File: config.mk
export PLATFORM = sky130hd
export DESIGN_NAME = lbm_ctrl
export DESIGN_NICKNAME = d
export VERILOG_FILES = /design/src/lbm_pkg.sv /design/src/lbm_ramp_if.sv /design/src/lbm_ramp.sv /design/src/lbm_ctrl.sv
export SDC_FILE = /design/constraint.sdc
export NUM_CORES = 1
export LEC_CHECK = 0
export BUFFER_PORTS_ARGS = -buffer_cell sky130_fd_sc_hd__buf_2
export CORE_MARGIN = 2
export CORE_UTILIZATION = 23
export DETAILED_ROUTE_END_ITERATION = 10
export GPL_TIMING_DRIVEN = 0
export SLEW_MARGIN = 20
export SYNTH_ARGS = -nofsm -noshare
export SYNTH_HDL_FRONTEND = slang
export SYNTH_SLANG_ARGS = --single-unit
File: constraint.sdc
create_clock -name sys_clk -period 3.4 [get_ports sys_clk]
set_input_delay 0.68 -clock sys_clk [delete_from_list [all_inputs] [get_ports sys_clk]]
set_output_delay 0.68 -clock sys_clk [all_outputs]
set_load 0.01 [all_outputs]
File: src/lbm_pkg.sv
// shared constants and types of the led boost mode control
package lbm_pkg;
  // register offsets
  localparam logic [7:0] CTRL1_ADDR  = 8'h00;
  localparam logic [7:0] CTRL2_ADDR  = 8'h01;
  localparam logic [7:0] MODE_ADDR   = 8'h02;
  localparam logic [7:0] ASSIGN_ADDR = 8'h03;
  localparam logic [7:0] STATUS_ADDR = 8'h20;
  // field positions
  localparam int RAIL_EN_BIT = 0;
  localparam int PRIO_BIT    = 1;
  localparam int LEVEL_LSB   = 6;
  localparam int STROBE_INPUT_ONE_EN_BIT = 4;
  localparam int STROBE_INPUT_TWO_EN_BIT = 5;
  // reset values
  localparam logic [7:0] CTRL1_RST  = 8'h80;
  localparam logic [7:0] CTRL2_RST  = 8'h00;
  localparam logic [7:0] MODE_RST   = 8'h00;
  localparam logic [7:0] ASSIGN_RST = 8'h00;
  // timing
  localparam int CLK_PERIOD_NS     = 50;
  localparam int RAMP_STEP_NS      = 1000;
  localparam int RAMP_STEP_CYC     = (RAMP_STEP_NS + CLK_PERIOD_NS - 1) / CLK_PERIOD_NS;
  localparam int FLASH_TIMEOUT_US  = 600;
  localparam int FLASH_TIMEOUT_CYC = (FLASH_TIMEOUT_US * 1000) / CLK_PERIOD_NS;
  // per-output mode codes
  typedef enum logic [1:0] {
    MODE_OFF   = 2'b00,
    MODE_IR    = 2'b01,
    MODE_TORCH = 2'b10,
    MODE_FLASH = 2'b11
  } lbm_mode_e;
  // strobe assignment codes
  localparam logic [1:0] ASN_ONE = 2'b01;
  localparam logic [1:0] ASN_TWO = 2'b10;
  // output voltage selection
  typedef enum logic [2:0] {
    VOUT_OFF    = 3'b000,
    VOUT_PRECHG = 3'b001,
    VOUT_TRACK  = 3'b010,
    VOUT_RAIL   = 3'b011,
    VOUT_PASS   = 3'b100
  } lbm_vout_e;
  // converter sequence
  typedef enum logic [1:0] {
    ST_STANDBY   = 2'b00,
    ST_PRECHARGE = 2'b01,
    ST_PASS      = 2'b10,
    ST_BOOST     = 2'b11
  } lbm_state_e;
  // ramp generator state
  typedef struct packed {
    logic [15:0]     tick;
    logic [3:0][7:0] level;
  } lbm_ramp_s;
  // top state
  typedef struct packed {
    lbm_state_e  st;
    logic [7:0]  ctrl1;
    logic [7:0]  ctrl2;
    logic [7:0]  mode;
    logic [7:0]  asn;
    logic [6:0]  sync1;
    logic [6:0]  sync2;
    logic [15:0] cnt;
    logic        mode_chg;
    logic [7:0]  rdata;
    logic [3:0]  src_on;
    logic        boost;
    logic        prechg;
    lbm_vout_e   vsel;
  } lbm_top_s;
endpackage

File: src/lbm_ramp_if.sv
// link between mode control and current ramp generator
`timescale 1ns/1ns
`default_nettype none
interface lbm_ramp_if;
  logic [3:0]      run;
  logic [3:0]      jump;
  logic [3:0][7:0] target;
  logic [3:0][7:0] level;
  modport ctl (output run, jump, target, input level);
  modport gen (input run, jump, target, output level);
endinterface
`default_nettype wire

File: src/lbm_ramp.sv
// per-output current ramp, one step per ramp tick
`timescale 1ns/1ns
`default_nettype none
module lbm_ramp #(
  parameter int unsigned STEP_CYC = lbm_pkg::RAMP_STEP_CYC
) (
  // clock and reset
  input  wire logic sys_clk,
  input  wire logic rstn,
  // ramp link
  lbm_ramp_if.gen   rif
);
  lbm_pkg::lbm_ramp_s r;
  lbm_pkg::lbm_ramp_s next_r;
  logic               tick;

  // step divider and level walk
  always_comb begin
    next_r = r;
    tick = (r.tick == 16'(STEP_CYC - 1));
    next_r.tick = tick ? 16'h0000 : r.tick + 16'h0001;
    for (int i = 0; i < 4; i++) begin
      if (!rif.run[i]) begin
        next_r.level[i] = 8'h00;
      end else if (rif.jump[i]) begin
        next_r.level[i] = rif.target[i];
      end else if (tick && r.level[i] < rif.target[i]) begin
        next_r.level[i] = r.level[i] + 8'h01;
      end else if (r.level[i] > rif.target[i]) begin
        next_r.level[i] = rif.target[i];
      end
    end
  end

  // state register
  always_ff @(posedge sys_clk) begin
    if (!rstn) begin
      r <= '0;
    end else begin
      r <= next_r;
    end
  end

  assign rif.level = r.level;
endmodule
`default_nettype wire

File: src/lbm_ctrl.sv
// mode control of the quad led boost driver
// Behaviour
// - fixed-rail enable bit 0 of control 1 runs the boost as a rail.
// - bits 7:6 of control 1 pick 4.0, 4.5, 5.0 or 5.2 V.
// - priority bit 1: 0 keeps rail, 1 lets boost track the leds.
// - in led priority the output returns to rail level after driving.
// - direct mode changes allowed; standby resets the flash timer, ramp levels and sequences.
// - precharge output, sources off, until output reaches about 2.2 V or the input.
// - sources ramp through every current step, except ir outputs, which jump to their code.
// - start in pass, switch to boost when headroom is short.
// - rail off: disabled, precharge for ir, or track highest led.
// - rail on: regulate rail unless priority set and leds drive.
// - rail regulates only while target exceeds input, else pass.
// - per-output gate bits 3:0 of control 2 gate each output.
// - register flash timeout clears gate bits, unless mode changed.
// - strobe operation keeps gate bits; a fault or a register flash timeout on another output clears them.
// - bits 7:0 of strobe register assign outputs to either strobe.
// - per-output action follows strobe enable, pin level and mode.
`timescale 1ns/1ns
`default_nettype none
module lbm_ctrl #(
  parameter int unsigned FLASH_TO_CYC = lbm_pkg::FLASH_TIMEOUT_CYC
) (
  // clock and reset
  input  wire logic             sys_clk,
  input  wire logic             rstn,
  // register port
  input  wire logic [7:0]       reg_addr,
  input  wire logic [7:0]       reg_wdata,
  input  wire logic             reg_wr,
  input  wire logic             reg_rd,
  output logic      [7:0]       reg_rdata,
  // strobe pins
  input  wire logic             strobe_input_one,
  input  wire logic             strobe_input_two,
  // analog comparators and fault
  input  wire logic             vout_below_vin,
  input  wire logic             vout_precharged,
  input  wire logic             headroom_low,
  input  wire logic             rail_above_vin,
  input  wire logic             fault_event,
  // current targets
  input  wire logic [3:0][7:0]  flash_code,
  input  wire logic [3:0][7:0]  torch_code,
  // converter and source control
  output logic                  boost_switching,
  output logic                  precharge_on,
  output logic      [3:0]       source_on,
  output logic      [3:0][7:0]  led_code,
  output lbm_pkg::lbm_vout_e    vout_select,
  output logic      [1:0]       rail_level
);
  lbm_pkg::lbm_top_s r;
  lbm_pkg::lbm_top_s next_r;
  lbm_ramp_if        rif ();

  logic       s_strobe_input_one;
  logic       s_strobe_input_two;
  logic       s_below;
  logic       s_pre;
  logic       s_hr_low;
  logic       s_rail_hi;
  logic       s_fault;
  logic [3:0] gate;
  logic [1:0] str_en;
  logic       rail_en;
  logic       prio;
  logic [3:0] want;
  logic [3:0] ir_en;
  logic [3:0] reg_flash;
  logic [3:0] str_flash;
  logic       led_req;
  logic       ir_any;
  logic       active;
  logic       flash_live;
  logic       timeout;
  logic       need_boost;

  // synchronised comparator and pin levels
  assign s_strobe_input_one    = r.sync2[0];
  assign s_strobe_input_two    = r.sync2[1];
  assign s_below   = r.sync2[2];
  assign s_pre     = r.sync2[3];
  assign s_hr_low  = r.sync2[4];
  assign s_rail_hi = r.sync2[5];
  assign s_fault   = r.sync2[6];

  // control fields
  assign gate    = r.ctrl2[3:0];
  assign str_en  = {r.ctrl2[lbm_pkg::STROBE_INPUT_TWO_EN_BIT], r.ctrl2[lbm_pkg::STROBE_INPUT_ONE_EN_BIT]};
  assign rail_en = r.ctrl1[lbm_pkg::RAIL_EN_BIT];
  assign prio    = r.ctrl1[lbm_pkg::PRIO_BIT];

  // per-output action decode
  genvar gi;
  generate
    for (gi = 0; gi < 4; gi++) begin : g_out
      logic [1:0] md;
      logic [1:0] asn;
      logic       sel_en;
      logic       pin;
      assign md     = r.mode[2*gi+1:2*gi];
      assign asn    = r.asn[2*gi+1:2*gi];
      assign sel_en = (asn == lbm_pkg::ASN_ONE && str_en[0]) || (asn == lbm_pkg::ASN_TWO && str_en[1]);
      assign pin    = (asn == lbm_pkg::ASN_ONE) ? s_strobe_input_one : (asn == lbm_pkg::ASN_TWO) ? s_strobe_input_two : 1'b0;
      // closed gate keeps the output off in every mode
      assign ir_en[gi]     = gate[gi] && md == lbm_pkg::MODE_IR;
      assign reg_flash[gi] = gate[gi] && md == lbm_pkg::MODE_FLASH && !sel_en;
      assign str_flash[gi] = gate[gi] && md == lbm_pkg::MODE_FLASH && sel_en && pin;
      // ir precharges while low, pulses while high
      assign want[gi] = (ir_en[gi] && sel_en && pin) || reg_flash[gi] || str_flash[gi]
                        || (gate[gi] && md == lbm_pkg::MODE_TORCH);
      assign rif.jump[gi]   = (md == lbm_pkg::MODE_IR);
      assign rif.target[gi] = (md == lbm_pkg::MODE_TORCH) ? torch_code[gi] : flash_code[gi];
    end
  endgenerate

  // activity summary
  assign led_req    = |want;
  assign ir_any     = |ir_en;
  assign active     = rail_en || led_req || ir_any;
  assign flash_live = |(reg_flash & r.src_on);
  assign timeout    = flash_live && r.cnt == 16'(FLASH_TO_CYC - 1);
  // rail asks for switching only when the target is above the input
  assign need_boost = (r.vsel == lbm_pkg::VOUT_TRACK) ? s_hr_low :
                      (r.vsel == lbm_pkg::VOUT_RAIL) ? s_rail_hi : 1'b0;
  // ramp runs only for driven sources, never for the bare rail
  assign rif.run = r.src_on;

  // next-state logic
  always_comb begin
    next_r = r;
    next_r.sync1 = {fault_event, rail_above_vin, headroom_low, vout_precharged,
                    vout_below_vin, strobe_input_two, strobe_input_one};
    next_r.sync2 = r.sync1;
    next_r.rdata = 8'h00;
    // converter sequence
    case (r.st)
      lbm_pkg::ST_STANDBY: begin
        if (active) begin
          next_r.st = lbm_pkg::ST_PRECHARGE;
        end
      end
      lbm_pkg::ST_PRECHARGE: begin
        if (!active) begin
          next_r.st = lbm_pkg::ST_STANDBY;
        end else if (s_pre || !s_below) begin
          next_r.st = lbm_pkg::ST_PASS;
        end
      end
      lbm_pkg::ST_PASS: begin
        if (!active) begin
          next_r.st = lbm_pkg::ST_STANDBY;
        end else if (need_boost) begin
          next_r.st = lbm_pkg::ST_BOOST;
        end
      end
      lbm_pkg::ST_BOOST: begin
        if (!active) begin
          next_r.st = lbm_pkg::ST_STANDBY;
        end else if (r.vsel != lbm_pkg::VOUT_TRACK && !need_boost) begin
          next_r.st = lbm_pkg::ST_PASS;
        end
      end
      default: begin
        next_r.st = lbm_pkg::ST_STANDBY;
      end
    endcase
    // output voltage target
    if (!rail_en) begin
      if (led_req) begin
        next_r.vsel = lbm_pkg::VOUT_TRACK;
      end else if (ir_any) begin
        next_r.vsel = lbm_pkg::VOUT_PRECHG;
      end else begin
        next_r.vsel = lbm_pkg::VOUT_OFF;
      end
    end else if (prio && led_req) begin
      next_r.vsel = lbm_pkg::VOUT_TRACK;
    end else if (s_rail_hi) begin
      // back to rail level once leds stop
      next_r.vsel = lbm_pkg::VOUT_RAIL;
    end else begin
      next_r.vsel = lbm_pkg::VOUT_PASS;
    end
    // sources only after precharge
    next_r.src_on = (r.st == lbm_pkg::ST_PASS || r.st == lbm_pkg::ST_BOOST) ? want : 4'h0;
    next_r.boost  = (next_r.st == lbm_pkg::ST_BOOST);
    next_r.prechg = (next_r.st == lbm_pkg::ST_PRECHARGE);
    // flash timer, idle in standby
    if (!flash_live || timeout) begin
      next_r.cnt = 16'h0000;
    end else begin
      next_r.cnt = r.cnt + 16'h0001;
    end
    if (!flash_live) begin
      next_r.mode_chg = 1'b0;
    end else if (reg_wr && reg_addr == lbm_pkg::MODE_ADDR) begin
      next_r.mode_chg = 1'b1;
    end
    if (timeout && !r.mode_chg) begin
      next_r.ctrl2[3:0] = 4'h0;
    end
    // a fault clears all gates, also under strobe control
    if (s_fault) begin
      next_r.ctrl2[3:0] = 4'h0;
    end
    // register writes
    if (reg_wr) begin
      case (reg_addr)
        lbm_pkg::CTRL1_ADDR:  next_r.ctrl1 = reg_wdata;
        lbm_pkg::CTRL2_ADDR:  next_r.ctrl2 = reg_wdata;
        lbm_pkg::MODE_ADDR:   next_r.mode  = reg_wdata;
        lbm_pkg::ASSIGN_ADDR: next_r.asn   = reg_wdata;
        default:              next_r.ctrl1 = r.ctrl1;
      endcase
    end
    // register reads, unmapped reads zero
    if (reg_rd) begin
      case (reg_addr)
        lbm_pkg::CTRL1_ADDR:  next_r.rdata = r.ctrl1;
        lbm_pkg::CTRL2_ADDR:  next_r.rdata = r.ctrl2;
        lbm_pkg::MODE_ADDR:   next_r.rdata = r.mode;
        lbm_pkg::ASSIGN_ADDR: next_r.rdata = r.asn;
        lbm_pkg::STATUS_ADDR: next_r.rdata = {r.st, r.prechg, r.boost, r.src_on};
        default:              next_r.rdata = 8'h00;
      endcase
    end
  end

  // state register
  always_ff @(posedge sys_clk) begin
    if (!rstn) begin
      r       <= '0;
      r.ctrl1 <= lbm_pkg::CTRL1_RST;
      r.ctrl2 <= lbm_pkg::CTRL2_RST;
      r.mode  <= lbm_pkg::MODE_RST;
      r.asn   <= lbm_pkg::ASSIGN_RST;
    end else begin
      r <= next_r;
    end
  end

  // current ramp generator
  lbm_ramp #(
    .STEP_CYC (lbm_pkg::RAMP_STEP_CYC)
  ) u_ramp (
    .sys_clk (sys_clk),
    .rstn    (rstn),
    .rif     (rif)
  );

  // outputs
  assign reg_rdata       = r.rdata;
  assign boost_switching = r.boost;
  assign precharge_on    = r.prechg;
  assign source_on       = r.src_on;
  assign led_code        = rif.level;
  assign vout_select     = r.vsel;
  assign rail_level      = r.ctrl1[lbm_pkg::LEVEL_LSB+1:lbm_pkg::LEVEL_LSB];
endmodule
`default_nettype wire

Word-level counts from Yosys, hierarchy flattened
Cells that the tools add are included.
- eq/ne operators: 34
- $lt $le $gt $ge: 8
- reduce and logical (&&, ||, !) cells: 100
- muxes and demuxes: 46
- bitwise gates (word level): 2
- $add $sub $neg: 6
- operators with widths (operator ; number):
    2-to-1 mux 8 bit ; 18
    logical AND 1 bit ; 49
    case mux 8 bit (5 select lines) ; 1
    adder 16 x 1 -> 16 bit (second input constant) ; 2
    adder 8 x 1 -> 8 bit (second input constant) ; 4
    > comparator 8 bit ; 4
    less-than comparator 8 bit ; 4
    == test 2 bit (second input constant) ; 15
    AND reduction 2 bit ; 11
    logical OR 1 bit ; 21
    == test 2 x 1 -> 1 bit (second input constant) ; 10
    2-to-1 mux 20 bit ; 1
    == test 16 x 14 -> 1 bit (second input constant) ; 1
    == test 16 x 5 -> 1 bit (second input constant) ; 1
    == test 8 x 2 -> 1 bit (second input constant) ; 2
    2-to-1 mux 2 bit ; 8
    2-to-1 mux 4 bit ; 3
    nonzero test 3 bit ; 4
    OR reduction 4 bit ; 3
    2-to-1 mux 1 bit ; 11
    2-to-1 mux 3 bit ; 3
    == test 8 x 1 -> 1 bit (second input constant) ; 1
    == test 8 x 6 -> 1 bit (second input constant) ; 1
    zero test 1 bit ; 8
    8 further kinds ; 10
- output and inout port bits: 51
- word-level logic and storage cells: 216
- input port bits: 91
- register bits: 130

Logic depth before layout (Yosys ltp)
Gate-level depths: netlist of run 1.
- depth after elaboration: 14
- depth in mapped cells: 11
- gate-level depth less buffers: 9

Cells and area by module
A second synthesis of run 1 with hierarchy kept.
- cells, all modules: 967
- area, all modules: 8186.6 um2
- modules (own cells, without submodules) (module ; times used ; area each (um2) ; cells each ; seq. area each (um2)):
    lbm_ramp ; 1 ; 4116.4 ; 523 ; 960.9
    lbm_ctrl ; 1 ; 4070.2 ; 444 ; 1641.6

Worst setup path after synthesis of run 1
No wires, ideal clock.
- path type: register to register
- start: register r (netlist bit g_out[3].md[1])
- end: register u_ramp.r (netlist bit u_ramp.rif.level[27])
- period minus slack after synthesis: 2.929 ns
- arrival time: 2.844 ns
- setup time: 0.086 ns
- data required time: 3.314 ns
- path buffers: 2
- cell stages (with the launch flop): 12
- slack: 0.471 ns
- cells stage by stage: dfxtp_1 > nor2b_1 > buf_2 > mux2i_1 > ha_1 > a211oi_1 > nor2_1 > or4_1 > clkbuf_1 > nor2_1 > mux2_2 > a211oi_1
- word-level cells in the longest chain between the ends: 6
- elaborated cells between the ends (all ways): 10
- those cells by class: order compare (2); eq/ne (2); mux (4); reduce/logical (2)
- RTL lines (element ; line ; source):
    start: declaration ; lbm_ctrl.sv:53 ; lbm_pkg::lbm_top_s r;
    start signal: assignment ; lbm_ctrl.sv:240 ; r <= next_r;
    == test 2 bit ; lbm_ctrl.sv:114 ; assign rif.target[gi] = (md == lbm_pkg::MODE_TORCH) ? torch_code[gi] : flash_code[gi];
    2-to-1 mux 8 bit ; lbm_ctrl.sv:114 ;
    less-than comparator 8 bit ; lbm_ramp.sv:27 ; end else if (tick && r.level[i] < rif.target[i]) begin
    logical AND 1 bit ; lbm_ramp.sv:27 ;
    2-to-1 mux 8 bit ; lbm_ramp.sv:27 ;
    2-to-1 mux 8 bit ; lbm_ramp.sv:25 ; end else if (rif.jump[i]) begin
    end signal: assignment ; lbm_ramp.sv:40 ; r <= next_r;
    end: declaration ; lbm_ramp.sv:13 ; lbm_pkg::lbm_ramp_s r;
Several ways; a longest one is shown, not always the timed one. The select of a mux whose other input is x is not followed.
A chain may end at the register's enable or synchronous reset.

Worst setup path after layout of run 1
- start: register r (netlist bit g_out[2].md[1])
- end: register u_ramp.r (netlist bit u_ramp.rif.level[17])
Same word-level chain as after synthesis.

==> results.md, run 1 <==
- Vias in the first global route: 7427
- # fillers: 3667
- Final Cell Area: 9935 sq um
- Routed WL per cell: 15.78 microns
- Total wire length: 24800 microns
- Crit-path max cell delay: 0.47 ns
- CP max stage cell: dfxtp_2
- WS Path Type: flip-flop to flip-flop
- Residual DRC: 0
- # port buffers: 141
- Gate Count Post-Synth: 943
- CP startpoint kind: flip-flop
- Max FO, Critical Path: 8
- PwrDens: 353.9 nW/um^2
- Synth area leaders: dfxtp_1 (33%), a21oi_1 (6.0%), ha_1 (6.0%)
- Hold Crit Start: next_r[39]
- First DRT Iteration DRCs: 609
- FMAX: 307.6 MHz
- Final weighted congestion in routability-driven placement: 0.8583
- Largest net degree at the start of global routing: 17
- Worst Tran Pin Value: 0.8579 ns
- Fin. max-slew vios: 0
- Hold WC Path Type: flip-flop to flip-flop
- Final setup viols: 0
- Core area: 34290 sq um
- Critical path cell sequence: nor2b_1, buf_2, mux2i_1, ha_1, a211oi_1, nor2_1, or4_1, buf_2, or3_1, o211ai_1, a21oi_1
- Synth Warn #: 0
- Vias: 7802
- DP Area: 9231 sq um
- Tot GR Track Use: 0.1365
- Overflow after GRT: 0
- Share of cells above drive strength 1: 0.2632
- WP data required: 3.70 ns
- Yosys cell types: 60
- CTS Hold Bufs: 0
- CTS tree: yes
- #FFs+latches synth: 130
- Lkg Pwr: 3.623 nW
- First-pass GRT wire length: 39210 microns
- Clk Latency, worst-skew pair: 0.43 ns
- Syn Nets: 1072
- Die width: 190.0 microns
- Flop-to-flop setup slack: 0.15 ns
- WP data arrival: 3.55 ns
- H-Tree Depth: 4
- Sequential area share after synthesis: 0.3271
- Register area: 2608 sq um
- Tmin final: 3.251 ns
- Area Growth Syn to Fin: 24.86%
- Post-synthesis cell area: 7956 sq um
- Most frequent cells in the layout: buf_2 (159), dfxtp_1 (126), a21oi_1 (94)
- Max-Cap Viols: 0
- Initial DRT Pass Iterations: 6
- Post-route insts no fill: 1572
- Max Clock Skew: 0.008384 ns
- Most common library cell in the layout ignoring fill and taps: buf_2
- Post-Place Cells: 1539
- Number of I/O pins: 142
- Share of the synthesized area in the top cell type: 0.3271
- Final clock period utilization by the worst path: 0.9562
- Slew margin rel.: 0.4281
- Initial core utilization: 0.2320
- Post-synth EDFFs: 0
- Syn Area/Cell: 8.437 sq um
- Async SR Flop Fraction: 0
- Vias per std cell: 4.963
- Total count of hold-check failures in the final report: 0
- Inserted Diodes: 0
- Peak VDD IR: 0.3259 mV
- Status: finished clean
- Die Span Y: 190.0 microns
- Fin util: 0.2897
- Nets: 1233
- CP Launch Point: g_out[2].md[1]
- Detail Placement HPWL: 18630 microns
- Top FF cell, synth: dfxtp_1
- CTS max path bufs: 2
- Area occupied by multi-input gates: 4831 sq um
- Initial antenna violation count: 2
- Synth area leader: dfxtp_1
- CTS Root Cell: clkbuf_16
- TritonCTS buffer count: 17
- DRT antenna net count: 0
- Most frequent CP cell: buf_2
- CTS sink cnt: 130
- Critical path capture point type: flip-flop
- Die area: 36100 sq um
- Std-Cell Rows: 68
- R2r startpoint: g_out[2].md[1]
- Worst-path clk slew: 0.06 ns
==> report_power, final <==
part / total (W) / switching [W] / internal [W]
combinational: 0.000171 / 0.0000946 / 0.0000768
sequential: 0.00154 / 0.00000653 / 0.00153
clock: 0.00180 / 0.000822 / 0.000982
==> cell families after synthesis <==
kind of cell	share of synthesized area
and+or+nand+nor	0.2541
AOI/OAI and AO/OA	0.2095
DFF	0.3271
buffers and inverters	0.07753
adders and majority gates	0.05976
muxes	0.04230
xor gates and xnor gates	0.02972
==> worst max-delay path: cells and delay by family (launching register included) <==
family / cells / cell delay (ns)
compound gates: 3 / 0.51
fa+ha+maj: 1 / 0.28
buf+inv: 2 / 0.46
flops: 1 / 0.47
mux: 1 / 0.28
simple gates: 4 / 1.12
==> Yosys cell counts, drive strengths merged (7+ instances only) <==
master,count
nand2,75
buf,72
or3,7
o21ai,21
a222oi,8
a311oi,11
nand4,18
and3,15
clkbuf,28
nand3b,12
nand3,50
ha,38
and2,16
nor4,14
nor4b,9
a211oi,14
xnor2,11
a21oi,95
and4,7
nor2,65
o22ai,20
nor2b,14
xor2,16
mux2i,28
dfxtp,130
a22oi,17
o211ai,32
nor3,20
==> final cells by class <==
| class | count | share of cell area |
|---|---|---|
| multi-input combinational | 706 | 0.4863 |
| tap | 455 | 0.05730 |
| clock buffer | 17 | 0.04282 |
| buffer | 98 | 0.05945 |
| timing repair buffer | 144 | 0.07330 |
| inverter | 7 | 0.002645 |
| clock inverter | 15 | 0.01574 |
| sequential | 130 | 0.2625 |
==> flip-flops by register name, summed over array words and instances (netlist names), 4 cells and up <==
| register | flops |
|---|---|
| gate | 4 |
| g_out.asn | 8 |
| u_ramp.rif.level | 32 |
| r | 35 |
| next_r | 7 |
| reg_rdata | 8 |
| u_ramp.r | 16 |
| source_on | 4 |
| g_out.md | 8 |
==> path summary, 6_finish.rpt <==
path                                to  depth (start not counted)
hold reg to reg                  r[39]                          1
setup reg to reg  u_ramp.rif.level[17]                         11
setup / recovery  u_ramp.rif.level[17]                         11
hold / removal                   r[39]                          1
==> per-layer routing <==
| layer | global-route usage | part of all wire |
|---|---|---|
| met4 | 0.03995 | 0.015 |
| met2 | 0.2225 | 0.46 |
| met1 | 0.1817 | 0.46 |
| met5 | 0 | 0.0011 |
| met3 | 0.02767 | 0.065 |
==> metrics by stage <==
stage                     total power (W)  hold WS (ns)  setup WS (ns)    TNS, ns
after floorplan                  0.001651        0.4119         0.4706          0
after global placement           0.001739        0.4139        -0.1364    -0.7575
after detailed placement         0.001742        0.4181        -0.1922     -1.237
after CTS                        0.003561        0.4358        0.01602          0
after global routing             0.003650        0.4445      -0.002149  -0.002149
final                            0.003516        0.4320         0.1491          0
==> repair_timing <==
item	in CTS	in global routing
pin swaps	0	1
endpoints found under the hold margin	0	0
setup buffers	0	3
endpoints found under the setup margin	9	30
gates resized for setup	6	17
Power figures use the tool's default switching activity.
==> run 2, diff against run 1 <==
--- a/config.mk
+++ b/config.mk
@@ -10,6 +10,7 @@
 export CORE_UTILIZATION = 23
 export DETAILED_ROUTE_END_ITERATION = 10
 export GPL_TIMING_DRIVEN = 0
+export PLACE_DENSITY = 0.39
 export SLEW_MARGIN = 20
 export SYNTH_ARGS = -nofsm -noshare
 export SYNTH_HDL_FRONTEND = slang
==> constraint.sdc (replaced) <==
create_clock -name sys_clk -period 3.6 [get_ports sys_clk]
set_input_delay 0.72 -clock sys_clk [delete_from_list [all_inputs] [get_ports sys_clk]]
set_output_delay 0.72 -clock sys_clk [all_outputs]
set_load 0.01 [all_outputs]
==> run 2 against run 1 <==
Clock-buffer cell count stayed put. Critical path depth stayed put. Wire length is 10% higher. Setup slack better by 0.052 ns. Highest routed layer is now met4.
==> results.md, run 2 (synthesis gave the netlist of run 1 again) <==
- Status: finished clean
- WP data arrival: 3.70 ns (+0.15 ns)
- Core area: 34290 sq um (unchanged)
- Die area: 36100 sq um (unchanged)
- Share of cells above drive strength 1: 0.2538 (-0.009393)
- Routed WL per cell: 17.38 microns (+10%)
- CTS tree: yes
- Max-Cap Viols: 0 (unchanged)
- Pre-CTS WS: 0.03917 ns (+0.2313 ns)
- Initial antenna violation count: 0 (-2)
- Final setup viols: 0 (unchanged)
- FF-to-FF End: u_ramp.rif.level[17]
- Fin. max-slew vios: 0 (unchanged)
- Std-Cell Rows: 68 (unchanged)
- Reg with most FFs: r
- PwrDens: 339.2 nW/um^2 (-4.1%)
- Max reg flops: 35 (unchanged)
- FMAX: 294.2 MHz (-4.4%)
- CTS Root Cell: clkbuf_16
- TritonCTS buffer count: 17 (unchanged)
- Final weighted congestion in routability-driven placement: 0.7999 (-6.8%)
- R2R depth: 11 (unchanged)
- DRT antenna net count: 0 (unchanged)
- Total wire length: 27290 microns (+10%)
- Die Span Y: 190.0 microns (unchanged)
- Hold WC Path Type: flip-flop to flip-flop
- Crit-path max cell delay: 0.54 ns (+0.07 ns)
- RSZ-0062 raised after global routing: no
- Most common library cell in the layout ignoring fill and taps: buf_2
- Vias in the first global route: 7376 (-0.69%)
- Nets: 1231 (-0.16%)
- Fin worst setup slack: 0.2008 ns (+0.05171 ns)
- Most frequent CP cell: buf_2
- Initial core utilization: 0.2320 (unchanged)
- Lkg Pwr: 3.582 nW (-1.1%)
- Die width: 190.0 microns (unchanged)
- Critical path capture point type: flip-flop
- Tmin final: 3.399 ns (+0.1483 ns)
- Critical path cell sequence: nor2b_1, buf_2, mux2i_1, ha_1, a211oi_1, nor2_1, or4_1, buf_2, or3_1, o211ai_1, a21oi_1
- Max Clock Skew: 0.01483 ns (+0.006442 ns)
- CP startpoint kind: flip-flop
- CP Buf/Inv Count: 2 (unchanged)
- Worst Tran Pin Value: 0.9022 ns (+0.04432 ns)
- WS Path Type: flip-flop to flip-flop
- Number of I/O pins: 142 (unchanged)
- Slew margin rel.: 0.3985 (-0.02955)
- Final clock period utilization by the worst path: 0.9442 (-0.01193)
- Peak VDD IR: 0.3135 mV (-3.8%)
- Largest net degree at the start of global routing: 17 (unchanged)
- # port buffers: 141 (unchanged)
- Tot GR Track Use: 0.1498 (+0.01331)
- Initial DRT Pass Iterations: 6 (unchanged)
- Inserted Diodes: 0 (unchanged)
- Overflow after GRT: 0 (unchanged)
- Final Cell Area: 9877 sq um (-0.58%)
- First DRT Iteration DRCs: 542 (-11%)
- Max FO, Critical Path: 8 (unchanged)
- Hold Crit Start: next_r[37]
- Vias per std cell: 4.903 (-1.2%)
- Fin util: 0.2881 (-0.001679)
- R2r startpoint: g_out[2].md[1]
- Most frequent cells in the layout: buf_2 (159), dfxtp_1 (129), a21oi_1 (95)
- Clk Latency, worst-skew pair: 0.43 ns (about the same)
- CP max stage cell: dfxtp_1
- Fin Hold WS: 0.4358 ns (+0.003806 ns)
- Total count of hold-check failures in the final report: 0 (unchanged)
- Vias: 7698 (-1.3%)
- CTS max path bufs: 2 (unchanged)
- Worst-path clk slew: 0.07 ns (about the same)
- CTS sink cnt: 130 (unchanged)
- Hold path endpoint: r[37]
- H-Tree Depth: 4 (unchanged)
- Worst hold path depth: 1 (unchanged)
- First-pass GRT wire length: 42210 microns (+7.7%)
- Flop-to-flop setup slack: 0.20 ns (+0.05 ns)
- DP Area: 9238 sq um (about the same)
- CP delay by family, top: simple AND/OR/NAND/NOR gates
- Detail Placement HPWL: 20210 microns (+8.4%)
- Residual DRC: 0 (unchanged)
- CTS Hold Bufs: 0 (unchanged)
- Area Growth Syn to Fin: 24.14%
- WP data required: 3.90 ns (+0.20 ns)
## run 2: stage by stage
stage	power (W)	TNS, ns	instances
finish	0.003351	0	1570
global route	0.003483	0	1570
CTS	0.003400	0	1571
detailed placement	0.001648	0	1539
global placement	0.001647	-0.9553	1539
floorplan	0.001559	0	943
## run 2: area by class of cell
class	instances	area [sq um]
tap	455	569.3
clock buffer	17	425.4
multi-input combinational	706	4796
fill	3718	24410
clock inverter	15	161.4
inverter	7	26.28
timing repair buffer	141	705.7
sequential	130	2604
buffer	99	589.3
## run 2: how the worst max path moves through the flow
stage | cells after the start | endpoint | from | slack (ns)
detailed placement | 11 | u_ramp.rif.level[27] | g_out[3].md[1] | 0.04
global route | 11 | u_ramp.rif.level[1] | g_out[0].md[1] | 0.02
floorplan | 11 | u_ramp.rif.level[27] | g_out[3].md[1] | 0.67
CTS | 11 | u_ramp.rif.level[27] | g_out[3].md[1] | 0.03
finish | 11 | u_ramp.rif.level[17] | g_out[2].md[1] | 0.20
global placement | 10 | u_ramp.rif.level[25] | g_out[3].md[1] | -0.16
## run 2: layer usage
layer	wire length, microns	global-route usage	vias to the layer above
li1	-	-	3817
met1	13250	0.2076	3656
met2	12330	0.2389	205
met3	1388	0.02767	20
met4	324	0.03787	0
met5	0	0	-
## run 2: repair_timing
item | 4_1_cts | 5_1_grt
setup endpoints to repair | 0 | 12
hold endpoints to repair | 0 | 0
buffers inserted | 0 | 0
gates resized for setup | 0 | 9
## run 2: power by group
part	internal [W]	leakage (nW)	switching, W
Sequential	0.00145	1.05	0.00000646
Combinational	0.0000715	2.25	0.0000889
Clock	0.000929	0.281	0.000807
==> run 3, diff against run 2 <==
--- a/config.mk
+++ b/config.mk
@@ -7,10 +7,10 @@
 export LEC_CHECK = 0
 export BUFFER_PORTS_ARGS = -buffer_cell sky130_fd_sc_hd__buf_2
 export CORE_MARGIN = 2
-export CORE_UTILIZATION = 23
+export CORE_UTILIZATION = 55
 export DETAILED_ROUTE_END_ITERATION = 10
 export GPL_TIMING_DRIVEN = 0
-export PLACE_DENSITY = 0.39
+export PLACE_DENSITY = 0.78
 export SLEW_MARGIN = 20
 export SYNTH_ARGS = -nofsm -noshare
 export SYNTH_HDL_FRONTEND = slang
==> run 3 against run 2 <==
Critical path depth did not move. Sequential power barely moved. Via count rose by 3.8%. Critical path type unchanged. Largest cell class unchanged. Clock-buffer cell count rose by 2. Maximum frequency fell by 0.17%. Utilization rose by 39 points.
==> results.md, run 3 (synthesis gave the netlist of run 1 again) <==
- PostCTS Resize Cnt: 0 (unchanged)
- FMAX: 293.7 MHz (-0.17%)
- Most common library cell in the layout ignoring fill and taps: buf_2
- Final weighted congestion in routability-driven placement: 0.9236 (+15%)
- Post-Place Cells: 1264 (-18%)
- WP data arrival: 3.73 ns (+0.03 ns)
- PwrDens: 358.2 nW/um^2 (+5.6%)
- CTS Hold Bufs: 0 (unchanged)
- Worst-path clk slew: 0.06 ns (about the same)
- Clk Latency, worst-skew pair: 0.42 ns (about the same)
- Total wire length: 21900 microns (-20%)
- First-pass GRT wire length: 36200 microns (-14%)
- Tot GR Track Use: 0.2804 (+0.1306)
- Initial core utilization: 0.5688 (+0.3367)
- Int Power: 0.002642 W (+7.9%)
- Share of cells above drive strength 1: 0.2518 (-0.002020)
- CTS max path bufs: 2 (unchanged)
- Tmin final: 3.405 ns (+0.005775 ns)
- Setup TNS: 0 ns (unchanged)
- Fin util: 0.6814 (+0.3933)
- Area occupied by multi-input gates: 4763 sq um (-0.68%)
- TritonCTS buffer count: 17 (unchanged)
- Total count of hold-check failures in the final report: 0 (unchanged)
- Vias in the first global route: 7400 (+0.33%)
- Hold WC Path Type: flip-flop to flip-flop
- Die area: 15440 sq um (-57%)
- Status: finished clean
- Std-Cell Rows: 43 (-37%)
- Vias per std cell: 6.164 (+26%)
- Reg with most FFs: r
- # fillers: 1177 (-68%)
- Largest net degree at the start of global routing: 17 (unchanged)
- Inserted Diodes: 0 (unchanged)
- Critical path capture point type: flip-flop
- Final clock period utilization by the worst path: 0.9458 (+0.001604)
- Die width: 124.3 microns (-35%)
- Most frequent cells in the layout: buf_2 (160), dfxtp_1 (129), a21oi_1 (95)
- Overflow after GRT: 0 (unchanged)
- Die Span Y: 124.3 microns (-35%)
- WS Path Type: flip-flop to flip-flop
- Comb pwr share: 0.046 (-0.002)
- CTS tree: yes
- Switch share: 0.2261 (-0.04317)
- Max reg flops: 35 (unchanged)
- Final setup viols: 0 (unchanged)
- RSZ-0062 raised after global routing: no
- Sequential share of power: 0.426 (-0.008)
- # port buffers: 141 (unchanged)
- Worst Tran Pin Value: 0.8831 ns (-0.01909 ns)
- CP startpoint kind: flip-flop
- WP data required: 3.93 ns (+0.03 ns)
- Post-CTS Setup Bufs: 0 (unchanged)
- Initial antenna violation count: 0 (unchanged)
- Slew margin rel.: 0.4113 (+0.01273)
- Routed WL per cell: 16.89 microns (-2.8%)
- First DRT Iteration DRCs: 1083 (+100%)
- DRT antenna net count: 0 (unchanged)
- CTS sink cnt: 130 (unchanged)
- Clock network power share: 0.528 (+0.010)
- Max-Cap Viols: 0 (unchanged)
- Max FO, Critical Path: 8 (unchanged)
- Vias: 7989 (+3.8%)
- P_sw: 0.0007719 W (-14%)
- Residual DRC: 0 (unchanged)
- Nets: 1232 (+0.081%)
- Max Clock Skew: 0.009241 ns (-0.005585 ns)
- CTS Root Cell: clkbuf_16
- Post-route insts no fill: 1296 (-17%)
- Lkg Pwr: 3.581 nW (about the same)
- Peak VDD IR: 0.4226 mV (+35%)
- Initial DRT Pass Iterations: 8 (+2)
- Area Growth Syn to Fin: 19.80%
- Detail Placement HPWL: 15950 microns (-21%)
- Core area: 13990 sq um (-59%)
- Fin. max-slew vios: 0 (unchanged)
- Number of I/O pins: 142 (unchanged)
- Register area: 2604 sq um (unchanged)
- H-Tree Depth: 4 (unchanged)
## run 3: power groups by stage
stage	logic [W]	clock network, W	registers [W]
finish	0.000156	0.00180	0.00146
global route	0.000174	0.00189	0.00146
CTS	0.000154	0.00182	0.00146
detailed placement	0.000153	0	0.00149
global placement	0.000148	0	0.00149
floorplan	0.0000743	0	0.00149
## run 3: per-stage QoR
step | area (sq um) | hold WS, ns | power [W] | worst slack (ns)
floorplan | 7956 | 0.4119 | 0.001559 | 0.6706
global placement | 8887 | 0.4147 | 0.001635 | 0.1848
detailed placement | 8887 | 0.4190 | 0.001641 | 0.1514
CTS | 9504 | 0.4336 | 0.003428 | 0.1594
global route | 9532 | 0.4470 | 0.003518 | 0.02287
finish | 9532 | 0.4323 | 0.003414 | 0.1950
## run 3: worst max-delay path, cell delays in order, from the launching register on
cell and delay, ns:
dfxtp_1 0.47, nor2b_1 0.16, buf_2 0.27, mux2i_1 0.31, ha_1 0.30, a211oi_2 0.29, nor2_1 0.13, or4_1 0.48
clkbuf_1 0.22, nor2_1 0.14, mux2_2 0.34, a211oi_1 0.21
## run 3: path summary, 6_finish.rpt
path                                              to  slack, ns      startpoint  cells past startpoint
worst max-delay path            u_ramp.rif.level[27]       0.20  g_out[3].md[1]                     11
worst min-delay path                           r[39]       0.43      next_r[39]                      1
worst max register to register  u_ramp.rif.level[27]       0.20  g_out[3].md[1]                     11
worst min register to register                 r[39]       0.43      next_r[39]                      1
## run 3: per-layer routing
metal,up-vias,routed length [microns],global-route usage,share of wire
met4,0,523,0.09914,0.024
met2,404,9890,0.4404,0.45
met1,3713,9575,0.3818,0.44
met5,-,0,0,0
met3,38,1905,0.05971,0.087
li1,3834,-,-,-
## run 3: final cells by class
cell class / instances / area share
well taps: 180 / 0.02363
repair buffers: 141 / 0.07404
clock inverters: 13 / 0.01825
plain buffers: 100 / 0.06196
inverters: 7 / 0.002757
multi-input cells: 706 / 0.4997
flip-flops and latches: 130 / 0.2732
clock buffers: 19 / 0.04647
